<file path="config.mk">
export PLATFORM = sky130hd
export DESIGN_NAME = bdr_receiver
export DESIGN_NICKNAME = d
export VERILOG_FILES = /design/src/verilog/bdr_pkg.sv /design/src/verilog/bdr_mem_if.sv /design/src/verilog/bdr_receiver.sv /design/src/verilog/bdr_mem.sv /design/src/verilog/bdr_filter.sv
export SDC_FILE = /design/constraint.sdc
export NUM_CORES = 1
export LEC_CHECK = 0
export BUFFER_PORTS_ARGS = -buffer_cell sky130_fd_sc_hd__buf_4
export CORE_MARGIN = 2
export CORE_UTILIZATION = 40
export DETAILED_ROUTE_END_ITERATION = 10
export HOLD_SLACK_MARGIN = 0.03
export PLACE_DENSITY_LB_ADDON = 0.2
export RECOVER_POWER = 50
export REMOVE_ABC_BUFFERS = 1
export SYNTH_ARGS = -nofsm -noshare
export SYNTH_HDL_FRONTEND = slang
export SYNTH_SLANG_ARGS = --single-unit
</file>
<file path="constraint.sdc">
create_clock -name clk_sys -period 20.4 [get_ports clk_sys]
set_input_delay 4.08 -clock clk_sys [delete_from_list [all_inputs] [get_ports clk_sys]]
set_output_delay 4.08 -clock clk_sys [all_outputs]
set_load 0.05 [all_outputs]
</file>
<file path="src/verilog/bdr_pkg.sv">
// Purpose: Shared constants for the data-link message receiver block
// Assumes: Avalon-MM word registers at byte addresses, 8-bit data-link bytes
// Notes:   Offsets, field positions, the control reset value and counts live here
package bdr_pkg;

  localparam int          ADDR_W        = 6;
  localparam logic [5:0]  ADR_CTRL      = 6'h00;
  localparam logic [5:0]  ADR_CMD       = 6'h04;
  localparam logic [5:0]  ADR_STAT      = 6'h08;
  localparam logic [5:0]  ADR_EVT       = 6'h0C;
  localparam logic [5:0]  ADR_RXF       = 6'h10;
  localparam logic [5:0]  ADR_TXF       = 6'h14;
  localparam logic [5:0]  ADR_RDL0      = 6'h18;
  localparam logic [5:0]  ADR_RDL1      = 6'h1C;
  localparam logic [5:0]  ADR_RDL2      = 6'h20;
  localparam logic [5:0]  ADR_XDL0      = 6'h24;
  localparam logic [5:0]  ADR_XDL1      = 6'h28;
  localparam logic [5:0]  ADR_XDL2      = 6'h2C;

  // Control register fields
  localparam int          C_HDLC_ACT    = 0;
  localparam int          C_MSG_ACT     = 1;
  localparam int          C_DL_PATH     = 2;
  localparam int          C_SLOT_PATH   = 3;
  localparam int          C_RX_MODE     = 4;
  localparam int          C_FILTER      = 5;
  localparam int          C_DL_REG_TX   = 6;
  localparam int          C_POOL_LO     = 8;
  localparam int          CTRL_W        = 10;
  localparam logic [9:0]  CTRL_RESET    = 10'h001;

  // Command register fields
  localparam int          CMD_RX_RESET  = 0;

  // Event register fields, write one to clear
  localparam int          E_MSG_END     = 0;
  localparam int          E_PAT_INV     = 1;
  localparam int          E_NO_SYNC     = 2;
  localparam int          E_POOL        = 3;
  localparam int          E_RX_MF       = 4;
  localparam int          E_TX_MF       = 5;
  localparam int          E_RX_OVF      = 6;
  localparam int          EVT_W         = 7;

  // Stream constants
  localparam logic [7:0]  SYNC_BYTE     = 8'hFF;
  localparam logic [7:0]  FLAG_BYTE     = 8'h7E;
  localparam logic [7:0]  STATUS_BYTE   = 8'h01;
  localparam logic [3:0]  ONES_RUN      = 4'h8;
  localparam logic [5:0]  SYNC_WINDOW   = 6'h20;
  localparam logic [3:0]  PACKET_BYTES  = 4'hA;
  localparam logic [3:0]  BYTE_LAST     = 4'hF;
  localparam logic [3:0]  BYTE_FIRST    = 4'h8;
  localparam int          FILT_DEPTH    = 10;
  localparam logic [3:0]  FILT_MATCH    = 4'h7;
  localparam logic [5:0]  POOL_32       = 6'h20;
  localparam logic [5:0]  POOL_16       = 6'h10;
  localparam logic [5:0]  POOL_4        = 6'h04;
  localparam logic [5:0]  POOL_2        = 6'h02;
  localparam int          PTR_W         = 5;
  localparam logic [5:0]  FIFO_DEPTH    = 6'h20;
  localparam int          DL_BITS       = 24;

  typedef enum logic [1:0] {
    BDR_ST_HDLC = 2'b01,
    BDR_ST_MSG  = 2'b10
  } bdr_mode_type;

endpackage

</file>
<file path="src/verilog/bdr_mem_if.sv">
// Purpose: Port bundle between the receiver and its byte memories
// Assumes: One write and one registered read port
// Notes:   Read data lag the read address by one clock
`timescale 1ns/10ps
interface bdr_mem_if;
  logic                      we;
  logic [bdr_pkg::PTR_W-1:0] waddr;
  logic [7:0]                wdata;
  logic [bdr_pkg::PTR_W-1:0] raddr;
  logic [7:0]                rdata;
  modport user (output we, output waddr, output wdata, output raddr, input rdata);
  modport mem (input we, input waddr, input wdata, input raddr, output rdata);
endinterface

</file>
<file path="src/verilog/bdr_receiver.sv">
// Purpose: Data-link channel message receiver and transmitter with registers
// Assumes: rx_dl_valid and tx_dl_req pulse at most every other clk_sys cycle
// Notes:   Avalon-MM slave answers two edges after a request is seen
//
// The placing of the registers and the Avalon-MM interface to the registers are this design's own decisions.
`timescale 1ns/10ps

// Functional notes
// - HDLC receiver and message receiver each have their own enable bit.
// - With both enabled, mode switches automatically from the received bits.
// - Path select 10 routes data-link bits through the receive/transmit queues.
// - Reset or receiver-reset command starts the receiver in HDLC mode.
// - In HDLC mode, eight consecutive ones enter message mode.
// - In message mode, an HDLC flag returns to HDLC mode.
// - Message mode accepts an HDLC frame at once, no leading flags.
// - Expected word: eight ones, then a byte starting and ending with zero.
// - Sync on FF; store next byte LSB first only if zero-bounded.
// - Bytes with first and last bit one are discarded.
// - No 8-ones run in 32 bits raises an event; sampling continues.
// - Packet mode: status byte after every 10 bytes plus message-end event.
// - Continuous mode: event every 32/16/4/2 bytes; flag ends with status.
// - Filter mode: accept pattern seen 7 of 10, store it with status.
// - Filter mode shows valid state; losing the pattern raises an event.
// - Reception mode may change at any time without reset.
// - Disabling message receiver appends status, raises event, enters HDLC.
// - A status bit shows HDLC or message mode.
// - Data-link bits latched per receive multiframe into three registers.
// - Register transmit sends three registers per multiframe and raises event.
// - With path enable cleared, link bits neither enter nor leave the queues.
module bdr_receiver (
  input  wire logic                        clk_sys,
  input  wire logic                        reset,
  input  wire logic [bdr_pkg::ADDR_W-1:0]  avs_address,
  input  wire logic                        avs_read,
  input  wire logic                        avs_write,
  input  wire logic [31:0]                 avs_writedata,
  output logic      [31:0]                 avs_readdata,
  output logic                             avs_waitrequest,
  input  wire logic                        rx_dl_bit,
  input  wire logic                        rx_dl_valid,
  input  wire logic                        rx_mf_begin,
  input  wire logic                        tx_dl_req,
  input  wire logic                        tx_mf_begin,
  output logic                             tx_dl_bit
);
  bdr_mem_if rxm ();
  bdr_mem_if txm ();

  logic [bdr_pkg::CTRL_W-1:0] ctrl_q, ctrl_d;
  logic [bdr_pkg::EVT_W-1:0]  evt_q, evt_d, evt_set;
  logic                       busy_q, busy_d, wait_q, wait_d;
  logic [31:0]                rdata_q, rdata_d;
  bdr_pkg::bdr_mode_type      mode_q, mode_d;
  logic [7:0]                 hist_q, hist_d, byte_q, byte_d;
  logic [3:0]                 ones_q, ones_d, bcnt_q, bcnt_d, pkt_q, pkt_d;
  logic [5:0]                 nosync_q, nosync_d, pool_q, pool_d, pool_lim;
  logic                       pend_q, pend_d;
  logic [4:0]                 rwp_q, rwp_d, rrp_q, rrp_d, twp_q, twp_d, trp_q, trp_d;
  logic [5:0]                 rcnt_q, rcnt_d, tcnt_q, tcnt_d;
  logic [bdr_pkg::DL_BITS-1:0] rsh_q, rsh_d, rdl_q, rdl_d, xdl_q, xdl_d, xsh_q, xsh_d;
  logic [7:0]                 tsh_q, tsh_d;
  logic [3:0]                 tleft_q, tleft_d;
  logic                       tbit_q, tbit_d;
  logic                       tpushed_q;
  logic                       push, pop, tpush, tpop, rx_rst, acc, do_wr, do_rd;
  logic [7:0]                 push_data;
  logic                       path_on, filt_load, filt_accept, filt_lost, filt_valid;
  logic [7:0]                 filt_pat, filt_in;

  // Data-link bits use the queues only with path select 10
  assign path_on = ctrl_q[bdr_pkg::C_DL_PATH] && !ctrl_q[bdr_pkg::C_SLOT_PATH];
  assign acc     = (avs_read || avs_write) && wait_q && !busy_q;
  assign do_wr   = busy_q && avs_write;
  assign do_rd   = busy_q && avs_read;
  assign rx_rst  = do_wr && avs_address == bdr_pkg::ADR_CMD && avs_writedata[bdr_pkg::CMD_RX_RESET];

  always_comb begin
    case (ctrl_q[bdr_pkg::C_POOL_LO +: 2])
      2'b00:   pool_lim = bdr_pkg::POOL_32;
      2'b01:   pool_lim = bdr_pkg::POOL_16;
      2'b10:   pool_lim = bdr_pkg::POOL_4;
      default: pool_lim = bdr_pkg::POOL_2;
    endcase
  end

  // Receive state machine and receive queue
  always_comb begin
    mode_d    = mode_q;
    hist_d    = hist_q;
    byte_d    = byte_q;
    ones_d    = ones_q;
    bcnt_d    = bcnt_q;
    pkt_d     = pkt_q;
    pool_d    = pool_q;
    nosync_d  = nosync_q;
    pend_d    = pend_q;
    push      = 1'b0;
    push_data = 8'h00;
    filt_load = 1'b0;
    filt_in   = 8'h00;
    evt_set   = '0;
    if (rx_dl_valid && path_on) begin
      hist_d = {hist_q[6:0], rx_dl_bit};
      byte_d = {rx_dl_bit, byte_q[7:1]};
      ones_d = !rx_dl_bit ? 4'h0 : (ones_q == bdr_pkg::ONES_RUN) ? ones_q : ones_q + 4'h1;
      case (mode_q)
        bdr_pkg::BDR_ST_HDLC: begin
          if (ctrl_q[bdr_pkg::C_MSG_ACT] && ones_d == bdr_pkg::ONES_RUN) begin
            mode_d   = bdr_pkg::BDR_ST_MSG;
            bcnt_d   = bdr_pkg::BYTE_FIRST;
            nosync_d = 6'h00;
            pkt_d    = 4'h0;
            pool_d   = 6'h00;
          end else if (ctrl_q[bdr_pkg::C_HDLC_ACT]) begin
            // Raw octets; framing is left to the HDLC engine downstream
            bcnt_d = {1'b0, bcnt_q[2:0] + 3'h1};
            if (bcnt_q[2:0] == 3'h7) begin
              push      = 1'b1;
              push_data = byte_d;
            end
          end
        end
        bdr_pkg::BDR_ST_MSG: begin
          if (hist_d == bdr_pkg::FLAG_BYTE) begin
            mode_d = bdr_pkg::BDR_ST_HDLC;
            bcnt_d = 4'h0;
            if (ctrl_q[bdr_pkg::C_RX_MODE] && !ctrl_q[bdr_pkg::C_FILTER]) begin
              pend_d = 1'b1;
              evt_set[bdr_pkg::E_MSG_END] = 1'b1;
            end
          end else begin
            if (ones_d == bdr_pkg::ONES_RUN) begin
              nosync_d = 6'h00;
            end else if (nosync_q == bdr_pkg::SYNC_WINDOW - 6'h01) begin
              nosync_d = 6'h00;
              evt_set[bdr_pkg::E_NO_SYNC] = 1'b1;
            end else begin
              nosync_d = nosync_q + 6'h01;
            end
            // Longer runs of ones keep moving the sync point, so a byte ending in one cannot skew it
            if (hist_d == bdr_pkg::SYNC_BYTE && bcnt_q <= bdr_pkg::BYTE_FIRST) begin
              bcnt_d = bdr_pkg::BYTE_FIRST;
            end else if (bcnt_q == bdr_pkg::BYTE_LAST) begin
              // Sampling keeps its old alignment when sync is missing
              bcnt_d = 4'h0;
              if (!byte_d[0] && !byte_d[7]) begin
                if (ctrl_q[bdr_pkg::C_FILTER]) begin
                  filt_load = 1'b1;
                  filt_in   = byte_d;
                end else begin
                  push      = 1'b1;
                  push_data = byte_d;
                  if (!ctrl_q[bdr_pkg::C_RX_MODE]) begin
                    pkt_d = pkt_q + 4'h1;
                    if (pkt_q + 4'h1 == bdr_pkg::PACKET_BYTES) begin
                      pkt_d  = 4'h0;
                      pend_d = 1'b1;
                      evt_set[bdr_pkg::E_MSG_END] = 1'b1;
                    end
                  end else begin
                    pool_d = pool_q + 6'h01;
                    if (pool_q + 6'h01 >= pool_lim) begin
                      pool_d = 6'h00;
                      evt_set[bdr_pkg::E_POOL] = 1'b1;
                    end
                  end
                end
              end // Other bytes, e.g. one-bounded, are dropped
            end else begin
              bcnt_d = bcnt_q + 4'h1;
            end
          end
        end
        default: mode_d = bdr_pkg::BDR_ST_HDLC;
      endcase
    end
    if (mode_q == bdr_pkg::BDR_ST_MSG && !ctrl_q[bdr_pkg::C_MSG_ACT]) begin
      mode_d = bdr_pkg::BDR_ST_HDLC;
      pend_d = 1'b1;
      bcnt_d = 4'h0;
      evt_set[bdr_pkg::E_MSG_END] = 1'b1;
    end
    if (filt_accept) begin
      push      = 1'b1;
      push_data = filt_pat;
      pend_d    = 1'b1;
      evt_set[bdr_pkg::E_MSG_END] = 1'b1;
    end
    if (filt_lost) begin
      evt_set[bdr_pkg::E_PAT_INV] = 1'b1;
    end
    // Status byte waits for a free push slot
    if (pend_q && !push) begin
      push      = 1'b1;
      push_data = bdr_pkg::STATUS_BYTE;
      pend_d    = 1'b0;
    end
    if (push && rcnt_q == bdr_pkg::FIFO_DEPTH) begin
      push = 1'b0;
      evt_set[bdr_pkg::E_RX_OVF] = 1'b1;
    end
    if (rx_rst) begin
      mode_d   = bdr_pkg::BDR_ST_HDLC;
      ones_d   = 4'h0;
      bcnt_d   = 4'h0;
      pkt_d    = 4'h0;
      pool_d   = 6'h00;
      nosync_d = 6'h00;
      pend_d   = 1'b0;
      push     = 1'b0;
    end
  end

  // Queue pop and push, bus side and data-link registers
  always_comb begin
    ctrl_d  = ctrl_q;
    wait_d  = 1'b1;
    busy_d  = acc;
    rdata_d = rdata_q;
    pop     = 1'b0;
    tpush   = 1'b0;
    xdl_d   = xdl_q;
    evt_d   = evt_q;
    if (busy_q) begin
      wait_d = 1'b0;
    end
    if (do_wr) begin
      case (avs_address)
        bdr_pkg::ADR_CTRL: ctrl_d = avs_writedata[bdr_pkg::CTRL_W-1:0];
        bdr_pkg::ADR_EVT:  evt_d  = evt_q & ~avs_writedata[bdr_pkg::EVT_W-1:0];
        bdr_pkg::ADR_TXF:  tpush  = tcnt_q != bdr_pkg::FIFO_DEPTH;
        bdr_pkg::ADR_XDL0: xdl_d[7:0]   = avs_writedata[7:0];
        bdr_pkg::ADR_XDL1: xdl_d[15:8]  = avs_writedata[7:0];
        bdr_pkg::ADR_XDL2: xdl_d[23:16] = avs_writedata[7:0];
        default: ;
      endcase
    end
    if (do_rd) begin
      case (avs_address)
        bdr_pkg::ADR_CTRL: rdata_d = {22'h0, ctrl_q};
        bdr_pkg::ADR_STAT: rdata_d = {18'h0, rcnt_q, 4'h0, tcnt_q == bdr_pkg::FIFO_DEPTH,
                                      rcnt_q == 6'h00, filt_valid,
                                      mode_q == bdr_pkg::BDR_ST_MSG};
        bdr_pkg::ADR_EVT:  rdata_d = {25'h0, evt_q};
        bdr_pkg::ADR_RXF: begin
          pop     = rcnt_q != 6'h00;
          rdata_d = {24'h0, pop ? rxm.rdata : 8'h00};
        end
        bdr_pkg::ADR_RDL0: rdata_d = {24'h0, rdl_q[7:0]};
        bdr_pkg::ADR_RDL1: rdata_d = {24'h0, rdl_q[15:8]};
        bdr_pkg::ADR_RDL2: rdata_d = {24'h0, rdl_q[23:16]};
        bdr_pkg::ADR_XDL0: rdata_d = {24'h0, xdl_q[7:0]};
        bdr_pkg::ADR_XDL1: rdata_d = {24'h0, xdl_q[15:8]};
        bdr_pkg::ADR_XDL2: rdata_d = {24'h0, xdl_q[23:16]};
        default:           rdata_d = 32'h0000_0000;
      endcase
    end
    // Hardware set wins over a same-cycle clear
    evt_d = evt_d | evt_set;
    if (rx_mf_begin) begin
      evt_d[bdr_pkg::E_RX_MF] = 1'b1;
    end
    if (tx_mf_begin && ctrl_q[bdr_pkg::C_DL_REG_TX]) begin
      evt_d[bdr_pkg::E_TX_MF] = 1'b1;
    end
  end

  // Receive and transmit queue bookkeeping and data-link bit registers
  always_comb begin
    rwp_d  = rwp_q + {4'h0, push};
    rrp_d  = rrp_q + {4'h0, pop};
    rcnt_d = rcnt_q + {5'h0, push} - {5'h0, pop};
    twp_d  = twp_q + {4'h0, tpush};
    trp_d  = trp_q + {4'h0, tpop};
    tcnt_d = tcnt_q + {5'h0, tpush} - {5'h0, tpop};
    if (rx_rst) begin
      rwp_d  = 5'h00;
      rrp_d  = 5'h00;
      rcnt_d = 6'h00;
    end
    rsh_d = rx_dl_valid ? {rx_dl_bit, rsh_q[bdr_pkg::DL_BITS-1:1]} : rsh_q;
    rdl_d = rx_mf_begin ? rsh_q : rdl_q;
  end

  // Transmit side: queue path, register path, or idle ones
  always_comb begin
    tsh_d   = tsh_q;
    tleft_d = tleft_q;
    tbit_d  = tbit_q;
    tpop    = 1'b0;
    xsh_d   = xsh_q;
    if (tx_mf_begin && ctrl_q[bdr_pkg::C_DL_REG_TX]) begin
      xsh_d = xdl_q;
    end
    if (tx_dl_req) begin
      if (path_on) begin
        if (tleft_q == 4'h0) begin
          // Registered read port lags a fresh write by one clock
          if (tcnt_q != 6'h00 && !tpushed_q) begin
            tpop    = 1'b1;
            tbit_d  = txm.rdata[0];
            tsh_d   = {1'b1, txm.rdata[7:1]};
            tleft_d = 4'h7;
          end else begin
            tbit_d = 1'b1;
          end
        end else begin
          tbit_d  = tsh_q[0];
          tsh_d   = {1'b1, tsh_q[7:1]};
          tleft_d = tleft_q - 4'h1;
        end
      end else if (ctrl_q[bdr_pkg::C_DL_REG_TX]) begin
        tbit_d = xsh_q[0];
        xsh_d  = {1'b1, xsh_q[bdr_pkg::DL_BITS-1:1]};
      end else begin
        tbit_d = 1'b1;
      end
    end
  end

  always_ff @(posedge clk_sys) begin
    if (reset) begin
      ctrl_q   <= bdr_pkg::CTRL_RESET;
      evt_q    <= '0;
      busy_q   <= 1'b0;
      wait_q   <= 1'b1;
      rdata_q  <= 32'h0000_0000;
      mode_q   <= bdr_pkg::BDR_ST_HDLC;
      hist_q   <= 8'h00;
      byte_q   <= 8'h00;
      ones_q   <= 4'h0;
      bcnt_q   <= 4'h0;
      pkt_q    <= 4'h0;
      pool_q   <= 6'h00;
      nosync_q <= 6'h00;
      pend_q   <= 1'b0;
      rwp_q    <= 5'h00;
      rrp_q    <= 5'h00;
      twp_q    <= 5'h00;
      trp_q    <= 5'h00;
      rcnt_q   <= 6'h00;
      tcnt_q   <= 6'h00;
      rsh_q    <= '0;
      rdl_q    <= '0;
      xdl_q    <= '1;
      xsh_q    <= '1;
      tsh_q    <= 8'hFF;
      tleft_q  <= 4'h0;
      tbit_q   <= 1'b1;
      tpushed_q <= 1'b0;
    end else begin
      ctrl_q   <= ctrl_d;
      evt_q    <= evt_d;
      busy_q   <= busy_d;
      wait_q   <= wait_d;
      rdata_q  <= rdata_d;
      mode_q   <= mode_d;
      hist_q   <= hist_d;
      byte_q   <= byte_d;
      ones_q   <= ones_d;
      bcnt_q   <= bcnt_d;
      pkt_q    <= pkt_d;
      pool_q   <= pool_d;
      nosync_q <= nosync_d;
      pend_q   <= pend_d;
      rwp_q    <= rwp_d;
      rrp_q    <= rrp_d;
      twp_q    <= twp_d;
      trp_q    <= trp_d;
      rcnt_q   <= rcnt_d;
      tcnt_q   <= tcnt_d;
      rsh_q    <= rsh_d;
      rdl_q    <= rdl_d;
      xdl_q    <= xdl_d;
      xsh_q    <= xsh_d;
      tsh_q    <= tsh_d;
      tleft_q  <= tleft_d;
      tbit_q   <= tbit_d;
      tpushed_q <= tpush;
    end
  end

  assign rxm.we    = push;
  assign rxm.waddr = rwp_q;
  assign rxm.wdata = push_data;
  assign rxm.raddr = rrp_q;
  assign txm.we    = tpush;
  assign txm.waddr = twp_q;
  assign txm.wdata = avs_writedata[7:0];
  assign txm.raddr = trp_q;

  bdr_mem u_rx_mem (
    .clk_sys (clk_sys),
    .port    (rxm.mem)
  );

  bdr_mem u_tx_mem (
    .clk_sys (clk_sys),
    .port    (txm.mem)
  );

  // Filter history is dropped when filtering is off so stale patterns never count
  bdr_filter u_filter (
    .clk_sys       (clk_sys),
    .reset         (reset),
    .clear         (rx_rst || !ctrl_q[bdr_pkg::C_FILTER] || mode_q != bdr_pkg::BDR_ST_MSG),
    .load          (filt_load),
    .pattern       (filt_in),
    .accept        (filt_accept),
    .lost          (filt_lost),
    .valid         (filt_valid),
    .valid_pattern (filt_pat)
  );

  assign avs_readdata    = rdata_q;
  assign avs_waitrequest = wait_q;
  assign tx_dl_bit       = tbit_q;
endmodule // bdr_receiver

</file>
<file path="src/verilog/bdr_mem.sv">
// Purpose: Byte memory for the receive and transmit queues
// Assumes: Single clock, no reset on the storage array
// Notes:   Read data come out of a register
`timescale 1ns/10ps
module bdr_mem (
  input wire logic clk_sys,
  bdr_mem_if.mem   port
);
  logic [7:0] store [0:31];
  logic [7:0] rdata_q;

  always_ff @(posedge clk_sys) begin
    if (port.we) begin
      store[port.waddr] <= port.wdata;
    end
    rdata_q <= store[port.raddr];
  end

  assign port.rdata = rdata_q;
endmodule // bdr_mem

</file>
<file path="src/verilog/bdr_filter.sv">
// Purpose: Message filter, accepts a pattern seen 7 times in the last 10
// Assumes: load is a one-cycle pulse per sampled byte
// Notes:   accept and lost are one-cycle pulses
`timescale 1ns/10ps
module bdr_filter (
  input  wire logic       clk_sys,
  input  wire logic       reset,
  input  wire logic       clear,
  input  wire logic       load,
  input  wire logic [7:0] pattern,
  output logic            accept,
  output logic            lost,
  output logic            valid,
  output logic [7:0]      valid_pattern
);
  logic [7:0] hist_q [bdr_pkg::FILT_DEPTH];
  logic [7:0] hist_d [bdr_pkg::FILT_DEPTH];
  logic [bdr_pkg::FILT_DEPTH-1:0] new_eq;
  logic [bdr_pkg::FILT_DEPTH-1:0] old_eq;
  logic [bdr_pkg::FILT_DEPTH-1:0] used_q;
  logic [bdr_pkg::FILT_DEPTH-1:0] used_d;
  logic       accept_q, accept_d, lost_q, lost_d, valid_q, valid_d;
  logic [7:0] vpat_q, vpat_d;
  logic [3:0] new_cnt, old_cnt;

  genvar g;
  generate
    for (g = 0; g < bdr_pkg::FILT_DEPTH; g++) begin : g_entry
      always_comb begin
        hist_d[g] = hist_q[g];
        if (load) begin
          hist_d[g] = (g == 0) ? pattern : hist_q[(g == 0) ? 0 : g-1];
        end
      end
      assign new_eq[g] = used_d[g] && (hist_d[g] == pattern);
      assign old_eq[g] = used_d[g] && (hist_d[g] == vpat_q);
      always_ff @(posedge clk_sys) begin
        hist_q[g] <= hist_d[g];
      end
    end
  endgenerate

  always_comb begin
    new_cnt  = 4'h0;
    old_cnt  = 4'h0;
    used_d   = used_q;
    accept_d = 1'b0;
    lost_d   = 1'b0;
    valid_d  = valid_q;
    vpat_d   = vpat_q;
    if (load) begin
      used_d = {used_q[bdr_pkg::FILT_DEPTH-2:0], 1'b1};
    end
    for (int i = 0; i < bdr_pkg::FILT_DEPTH; i++) begin
      new_cnt = new_cnt + {3'h0, new_eq[i]};
      old_cnt = old_cnt + {3'h0, old_eq[i]};
    end
    if (clear) begin
      used_d  = '0;
      valid_d = 1'b0;
    end else if (load && !valid_q && new_cnt >= bdr_pkg::FILT_MATCH) begin
      valid_d  = 1'b1;
      vpat_d   = pattern;
      accept_d = 1'b1;
    end else if (load && valid_q && old_cnt < bdr_pkg::FILT_MATCH) begin
      valid_d = 1'b0;
      lost_d  = 1'b1;
    end
  end

  always_ff @(posedge clk_sys) begin
    if (reset) begin
      used_q   <= '0;
      accept_q <= 1'b0;
      lost_q   <= 1'b0;
      valid_q  <= 1'b0;
      vpat_q   <= 8'h00;
    end else begin
      used_q   <= used_d;
      accept_q <= accept_d;
      lost_q   <= lost_d;
      valid_q  <= valid_d;
      vpat_q   <= vpat_d;
    end
  end

  assign accept        = accept_q;
  assign lost          = lost_q;
  assign valid         = valid_q;
  assign valid_pattern = vpat_q;
endmodule // bdr_filter

</file>
==> out/metrics.csv, run 1 <==
metric;value;unit
status;finished with violations;
failing checks;max-capacitance violations, max-slew violations;
post-synthesis mux area share;14.6;%
Avg Cell Area, Syn;13.7;µm²
largest family of logic cells by synthesized area;multiplexers;
clock skew;0.0228;ns
cell with the most instances after synthesis;edfxtp_1;
dpl cells;3749;
Slew @ Worst Pin;4.54;ns
Fmax achieved;0.0709;GHz
Placer Congestion;0.841;
worst vdd ir;75.2;µV
crit path buf inv count;3;
gr ovfl total;0;
Post-synth ARST share;0;%
CP endpoint;u_filter.valid;
critical path cell sequence;clkbuf_1, nand3b_1, or4_1, nor2_4, clkbuf_1, mux2i_1, a2111oi_2, ha_1, inv_1, fa_1, fa_1, fa_1, fa_1, fa_1, nor2_1, a221oi_1, nor2_1, a211oi_1, or4_1, a21oi_1;
number of setup buffers added after CTS;0;
Final Cell Area;40300;µm²
sequential area share after synthesis;60.9;%
mapped cell area;35900;µm²
worst setup margin;6.30;ns
most frequent cell on the critical path;fa_1;
reg2reg end;u_filter.valid;
Clock Latency Late Sink;0.65;ns
Sink Count;837;
relative slew slack;-203;%
All-Layer GR Usage;18.6;%
Worst Path Arrival;14.41;ns
# H-tree levels;3;
via count;21500;
Die Wd;304;µm
Max Cap Violations;20;
initial detailed-routing violation count;1721;
vias in the first global route;21300;
DP HPWL;55600;µm
Post-DRT Antenna Nets;0;
WL/cell;22.1;µm
share of cells above drive strength 1;15.9;%
simple-gate portion of the synthesized area;10.3;%
Hold Vio Cnt, Final;0;
P per Cell Area;86.4;nW/µm²
synth cell count leaders;edfxtp_1, dfxtp_1, nor2_1;
CP startpoint;rx_dl_valid;
largest net degree at the start of global routing;104;
WS Path Type;in2reg;
Worst path slowest cell;clkbuf_1;
Clock Tree Buf Depth;3;
CTS root buf;clkbuf_16;
adder-cell area share of the yosys netlist;2.59;%
port bufs;40;
Area growth syn-to-layout;12.3;%
DIE HEIGHT;304;µm
#FFs+latches synth;837;
critical path peak fanout;48;
final setup violation count;0;
final slew viol count;831;
Ports;81;
RSZ-0062 raised after global routing;false;
Reg clk slew, reported paths;0.06;ns
Hold Crit Class;reg2reg;
setup slack after placement;9.02;ns
CP delay by family, top;buffers and inverters;
cell leakage power;13.6;nW
vias per cell;5.48;
r2r startpoint;mode_q[1];
Gate Count Post-Synth;2628;
drc violations;0;
row cnt;109;
Worst R2R Setup Slack;10.90;ns
PnR Total Power;3.49;mW
r2r worst-path depth;20;
core area;88600;µm²
post-route clock period utilization;69.1;%
Post-Route Setup TNS;0;ns
drt total wl;86600;µm
complex-gate fraction of the synthesized area;4.96;%
Finished Layout Cells;3918;
TritonCTS Buffers;90;
slowest stage delay, CP;1.77;ns
1st-pass router iterations;7;
CP Launch Type;input pin;
register area;21900;µm²
die area;92200;µm²
initial antenna violation count;3;
crit path time final;14.10;ns
Crit. path cell count;20;
CP endpoint kind;flip-flop;
share of the synthesized area in the top cell type;42.8;%
XOR/XNOR share of the synthesized area;3.75;%
Post-synth EDFFs;512;
Gates resized, CTS repair;0;
hold_buf cts;0;
filler cell count;7897;
Worst EP required;20.71;ns
synth top area cells;edfxtp_1, dfxtp_1, mux4_2, xor2_1, nor2_1;
fin nets;2789;
area leader, netlist;edfxtp_1;
first-pass GRT wire length;132000;µm
Initial Util;40.5;%
Placed Area;37500;µm²
CTS tree;built;
Synth warnings;0;
Top FF cell, synth;edfxtp_1;
area occupied by multi-input gates;13100;µm²
unique cell type count in the Yosys netlist;81;
[how the worst min path moves through the flow]
stage                           startpoint               end  slack, ns  depth (start not counted)
after global routing      avs_readdata[13]  avs_readdata[13]       0.48                          2
after CTS                  avs_readdata[3]   avs_readdata[3]       0.47                          2
after floorplan              u_filter.lost          evt_q[1]       0.41                          2
after detailed placement   avs_readdata[3]   avs_readdata[3]       0.45                          2
after global placement            tsh_q[4]          tsh_q[4]       0.45                          1
final                     avs_readdata[11]  avs_readdata[11]       0.47                          2
[worst reg2reg max path, delay by kind of cell, from the launching register on]
family | cells | cell delay (ns)
and+or+nand+nor | 6 | 1.61
adders and majority gates | 7 | 3.50
buffers and inverters | 2 | 1.84
AOI/OAI and AO/OA | 4 | 1.46
DFF | 1 | 0.37
muxes | 1 | 0.41
[registers in the layout, summed over array words and instances, names as in the netlist, 14 cells and up]
register         count
xdl_q               24
rdl_q               24
u_tx_mem.store     256
u_rx_mem.store     256
rsh_q               24
xsh_q               24
avs_readdata        14
u_filter.hist_q     80
[layout by cell type (no fill, tap or decap), types with 10 or more instances in the layout]
cell type / synthesis / routed
a22oi_1: 18 / 18
and3_1: 11 / 11
and2_1: 12 / 10
buf_4: 18 / 66
nor2b_1: 19 / 19
fa_1: 14 / 14
nor4_1: 27 / 27
clkbuf_1: 97 / 54
nor2_1: 214 / 213
nand2b_1: 40 / 41
nand4_1: 26 / 26
a21oi_1: 63 / 62
clkbuf_16: 0 / 93
o21ai_0: 71 / 71
clkinv_2: 0 / 15
conb_1: 1 / 18
xnor2_1: 60 / 60
nand3b_1: 27 / 28
edfxtp_1: 512 / 512
a22o_1: 16 / 16
inv_1: 64 / 64
nor3_1: 68 / 68
dfxtp_1: 325 / 323
a221oi_1: 10 / 10
xor2_1: 92 / 92
mux2_2: 62 / 42
mux2_1: 0 / 25
mux4_2: 160 / 160
nand2_1: 192 / 192
mux2i_1: 74 / 75
clkinv_1: 1 / 17
a211o_1: 17 / 17
bufinv_16: 0 / 10
ha_1: 52 / 52
nand3_1: 84 / 84
[layer usage]
layer,wire length (µm),share of wire [%],global-route usage (%)
met1,38300,44,25.4
met2,41100,48,29.9
met3,4480,5.2,3.12
met4,2590,3.0,6.76
met5,29,0.034,0
[cell type report]
| cell class | count | share of cell area, % |
|---|---|---|
| flip-flops and latches | 837 | 54.3 |
| repair buffers | 105 | 1.59 |
| diodes | 1 | 0.00620 |
| multi-input cells | 1577 | 32.4 |
| inverters | 65 | 0.605 |
| well taps | 1165 | 3.61 |
| clock inverters | 53 | 1.41 |
| clock buffers | 115 | 6.10 |
[through the flow]
| step | util [%] | hold slack (ns) |
|---|---|---|
| 2_1_floorplan | - | 0.413 |
| 3_3_place_gp | 42.3 | 0.445 |
| 3_5_place_dp | 42.3 | 0.455 |
| 4_1_cts | 45.7 | 0.466 |
| 5_1_grt | 45.5 | 0.482 |
| 6_report | 45.5 | 0.467 |
[where the power goes]
part	switching, mW	leakage [nW]	internal [mW]	total [mW]
clock	0.671	1.47	0.983	1.65
sequential	0.00158	6.87	1.78	1.79
combinational	0.0362	5.30	0.00865	0.0449
total	0.709	13.6	2.78	3.49
[kinds of logic (layout without fill, tap and decap cells)]
logic type      Yosys count  after routing
simple gates            766            766
compound gates          264            264
xor+xnor                153            153
buf+inv                 231            338
fa+ha+maj                66             66
mux                     310            310
other cells               1             19
flops                   837            837
No activity file was read; power rests on OpenSTA's default activity.
==> run 2, diff against run 1 <==
--- a/config.mk
+++ b/config.mk
@@ -5,6 +5,7 @@
 export SDC_FILE = /design/constraint.sdc
 export NUM_CORES = 1
 export LEC_CHECK = 0
+export ABC_AREA = 1
 export BUFFER_PORTS_ARGS = -buffer_cell sky130_fd_sc_hd__buf_4
 export CORE_MARGIN = 2
 export CORE_UTILIZATION = 40
==> constraint.sdc (replaced) <==
create_clock -name clk_sys -period 13.2 [get_ports clk_sys]
set_input_delay 2.64 -clock clk_sys [delete_from_list [all_inputs] [get_ports clk_sys]]
set_output_delay 2.64 -clock clk_sys [all_outputs]
set_load 0.05 [all_outputs]
==> run 2 against run 1 <==
  * The run still ends with max-capacitance violations, max-slew violations left
  * Register-to-register slack got worse by 5.2 ns
  * Final area barely moved
  * Sequential share of layout area barely moved
  * Synthesized cell count rose by 44%
  * Critical path depth rose by 2
  * Combinational power rose by 91%
  * Clock power rose by 54%
  * Wire length rose by 13%
  * Power rose by 55%
  * Flip-flop and latch count did not move
  * Critical path type unchanged
  * Largest power group unchanged
==> out/metrics.csv, run 2 <==
metric;value;unit;change
filler cell count;8744;;+11%
hold_ws;0.436;ns;-0.0312 ns
Gates resized, CTS repair;0;;unchanged
Hold Path Depth;1;;-1
clock skew;0.0243;ns;+0.00142 ns
cell with the most instances after synthesis;nor2_1;;
post-synthesis mux area share;0;%;-15 points
via count;26500;;+23%
critical path peak fanout;26;;-46%
WS Path Type;in2reg;;
Gate Count Post-Synth;3773;;+44%
switching share of total power;20.9;%;+0.53 points
#FFs+latches synth;837;;unchanged
Post-synth ARST share;0;%;unchanged
biggest regs;u_rx_mem.store (256), u_tx_mem.store (256), u_filter.hist_q (80);;
XOR/XNOR share of the synthesized area;1.17;%;-2.6 points
initial antenna violation count;1;;-2
Placer Congestion;0.863;;+2.6%
CP endpoint kind;flip-flop;;
port bufs;40;;unchanged
Slew @ Worst Pin;3.68;ns;-0.860 ns
Die Wd;306;µm;+0.84%
Clock Latency Late Sink;0.66;ns;about the same
DIE HEIGHT;306;µm;+0.84%
Avg Cell Area, Syn;9.68;µm²;-29%
Post-DRT Antenna Nets;0;;unchanged
Sink Count;837;;unchanged
Initial Util;40.5;%;-0.052 points
DP HPWL;60100;µm;+8.0%
Internal Power;4.27;mW;+54%
core area;90300;µm²;+1.8%
CTS root buf;clkbuf_16;;
Placed Area;37600;µm²;+0.38%
Post-Route Setup TNS;0;ns;unchanged
r2r worst-path depth;23;;+15%
most common cell after layout, fill and taps aside;nor2_1;;
Ports;81;;unchanged
hold path startpoint;busy_q;;
r2r startpoint;mode_q[0];;
final setup violation count;0;;unchanged
initial detailed-routing violation count;2277;;+32%
Synth warnings;0;;unchanged
simple-gate portion of the synthesized area;15.3;%;+4.9 points
All-Layer GR Usage;20.4;%;+1.8 points
status;finished with violations;;
CTS tree;built;;
complex-gate fraction of the synthesized area;14.7;%;+9.8 points
Worst EP required;13.77;ns;-6.94 ns
Worst Hold End;avs_waitrequest;;
Reg clk slew, reported paths;0.06;ns;about the same
gr ovfl total;0;;unchanged
largest net degree at the start of global routing;90;;-13%
largest family of logic cells by synthesized area;simple AND/OR/NAND/NOR gates;;
P per Cell Area;134;nW/µm²;+55%
power share of the combinational group;1.6;%;+0.3 points
crit path time final;10.03;ns;
vias in the first global route;24800;;+16%
post-route clock period utilization;76.0;%;
unique cell type count in the Yosys netlist;57;;-30%
Worst Path Arrival;10.60;ns;-3.81 ns
# H-tree levels;3;;unchanged
die area;93700;µm²;+1.7%
adder-cell area share of the yosys netlist;2.55;%;-0.044 points
drc violations;0;;unchanged
TritonCTS Buffers;90;;unchanged
fin nets;3853;;+38%
row cnt;110;;+0.92%
worst vdd ir;111;µV;+48%
hold_buf cts;0;;unchanged
clock share of power;47.0;%;-0.5 points
1st-pass router iterations;6;;-1
Hold Vio Cnt, Final;0;;unchanged
mapped cell area;36500;µm²;+1.7%
WL/cell;19.6;µm;-11%
cell leakage power;14.7;nW;+7.8%
Post-synth EDFFs;512;;unchanged
Final Cell Area;40400;µm²;about the same
relative slew slack;-145;%;+57 points
share of cells above drive strength 1;6.40;%;-9.5 points
number of setup buffers added after CTS;0;;unchanged
Fmax achieved;0.0997;GHz;
Max Cap Violations;23;;+15%
fin util;44.7;%;-0.80 points
Flop pwr share;51.4;%;about the same
area leader, netlist;edfxtp_1;;
Hold Crit Class;reg2reg;;
Worst R2R Setup Slack;5.66;ns;-5.24 ns
share of the synthesized area in the top cell type;42.1;%;-0.72 points
first-pass GRT wire length;148000;µm;+13%
final slew viol count;891;;+7.2%
CP startpoint;rx_dl_valid;;
failing checks;max-capacitance violations, max-slew violations;;
CP Launch Type;input pin;;
synth cell count leaders;nor2_1, nand2_1, edfxtp_1;;
worst setup margin;3.17;ns;-3.12 ns
setup slack after placement;3.84;ns;-5.18 ns
NetSw;1.13;mW;+59%
most frequent cells in the layout;nor2_1, nand2_1, edfxtp_1;;
Area growth syn-to-layout;10.5;%;
Top FF cell, synth;edfxtp_1;;
sequential area share after synthesis;59.9;%;-1.0 points
RSZ-0062 raised after global routing;false;;
drt total wl;97600;µm;+13%
Clock Tree Buf Depth;3;;unchanged
vias per cell;5.31;;-3.2%
synth top area cells;edfxtp_1, dfxtp_1, o21ai_0, nor2_1, nand2_1;;
reg2reg end;u_filter.valid_pattern[4];;
run 2: cell count changes after synthesis, moves of 75 or more:
cell | before | now
nor2_1 | 214 | 580
mux4_2 | 160 | 0
inv_1 | 64 | 324
o221ai_1 | 3 | 101
o21ai_0 | 71 | 437
a21oi_1 | 63 | 138
nand2_1 | 192 | 528
o22ai_1 | 4 | 102
run 2: critical path, cell delays in order:
cell      delay, ns
clkbuf_1       0.87
nand2_1        0.71
nor2_1         0.52
nand2_2        0.14
nor2_4         0.57
nand2_1        0.70
clkinv_1       0.48
o22ai_1        0.14
a21oi_1        0.13
nand3_1        0.16
fa_1           0.56
fa_1           0.43
fa_1           0.46
fa_1           0.43
fa_1           0.45
a21oi_1        0.16
nand2_1        0.07
o211ai_1       0.13
nand3_2        0.16
nor2_4         0.28
o21ai_0        0.13
a21oi_1        0.26
run 2: per-layer routing:
layer / GRT usage, % / routed length (µm) / vias up
met5: 0 / 13 / -
met4: 6.27 / 2560 / 2
met3: 3.16 / 5410 / 146
met2: 33.0 / 45400 / 737
met1: 28.2 / 44300 / 12600
li1: - / - / 13000
run 2: power by group through the flow:
stage          logic [mW]  clock network, mW  registers, mW
2_1_floorplan      0.0410                  0           2.83
3_3_place_gp       0.0880                  0           2.83
6_report           0.0856               2.54           2.77
5_1_grt            0.0937               2.69           2.77
4_1_cts            0.0888               2.59           2.77
3_5_place_dp       0.0885                  0           2.83
run 2: logic make-up (layout without fill, tap and decap cells):
family | count (synthesis) | count (layout)
xor+xnor | 49 | 49
simple gates | 1353 | 1353
buf+inv | 560 | 580
fa+ha+maj | 66 | 66
compound gates | 907 | 907
flops | 837 | 837
other cells | 1 | 19
run 2: worst max path at each step:
stage | endpoint | slack [ns] | depth (start not counted)
after floorplan | u_filter.valid | 4.83 | 23
after global placement | u_filter.valid_pattern[1] | 3.89 | 22
after detailed placement | u_filter.valid_pattern[4] | 3.84 | 22
after CTS | u_filter.valid_pattern[6] | 4.54 | 22
after global routing | u_filter.valid_pattern[4] | 2.57 | 22
final | u_filter.valid_pattern[4] | 3.17 | 22
run 2: layout make-up:
| cell class | count | area [µm²] | share of cell area (%) |
|---|---|---|---|
| antenna | 1 | 2.50 | 0.00620 |
| clock buffer | 118 | 2490 | 6.17 |
| sequential | 837 | 21900 | 54.2 |
| multi-input combinational | 2393 | 12300 | 30.6 |
| inverter | 346 | 1300 | 3.23 |
| tap | 1176 | 1470 | 3.65 |
| clock inverter | 44 | 482 | 1.19 |
| timing repair buffer | 72 | 390 | 0.967 |
run 2: through the flow:
step | std cells | power, mW
final | 4987 | 5.39
after global routing | 4986 | 5.56
after CTS | 4986 | 5.45
after detailed placement | 4824 | 2.92
after global placement | 4824 | 2.92
after floorplan | 3576 | 2.87
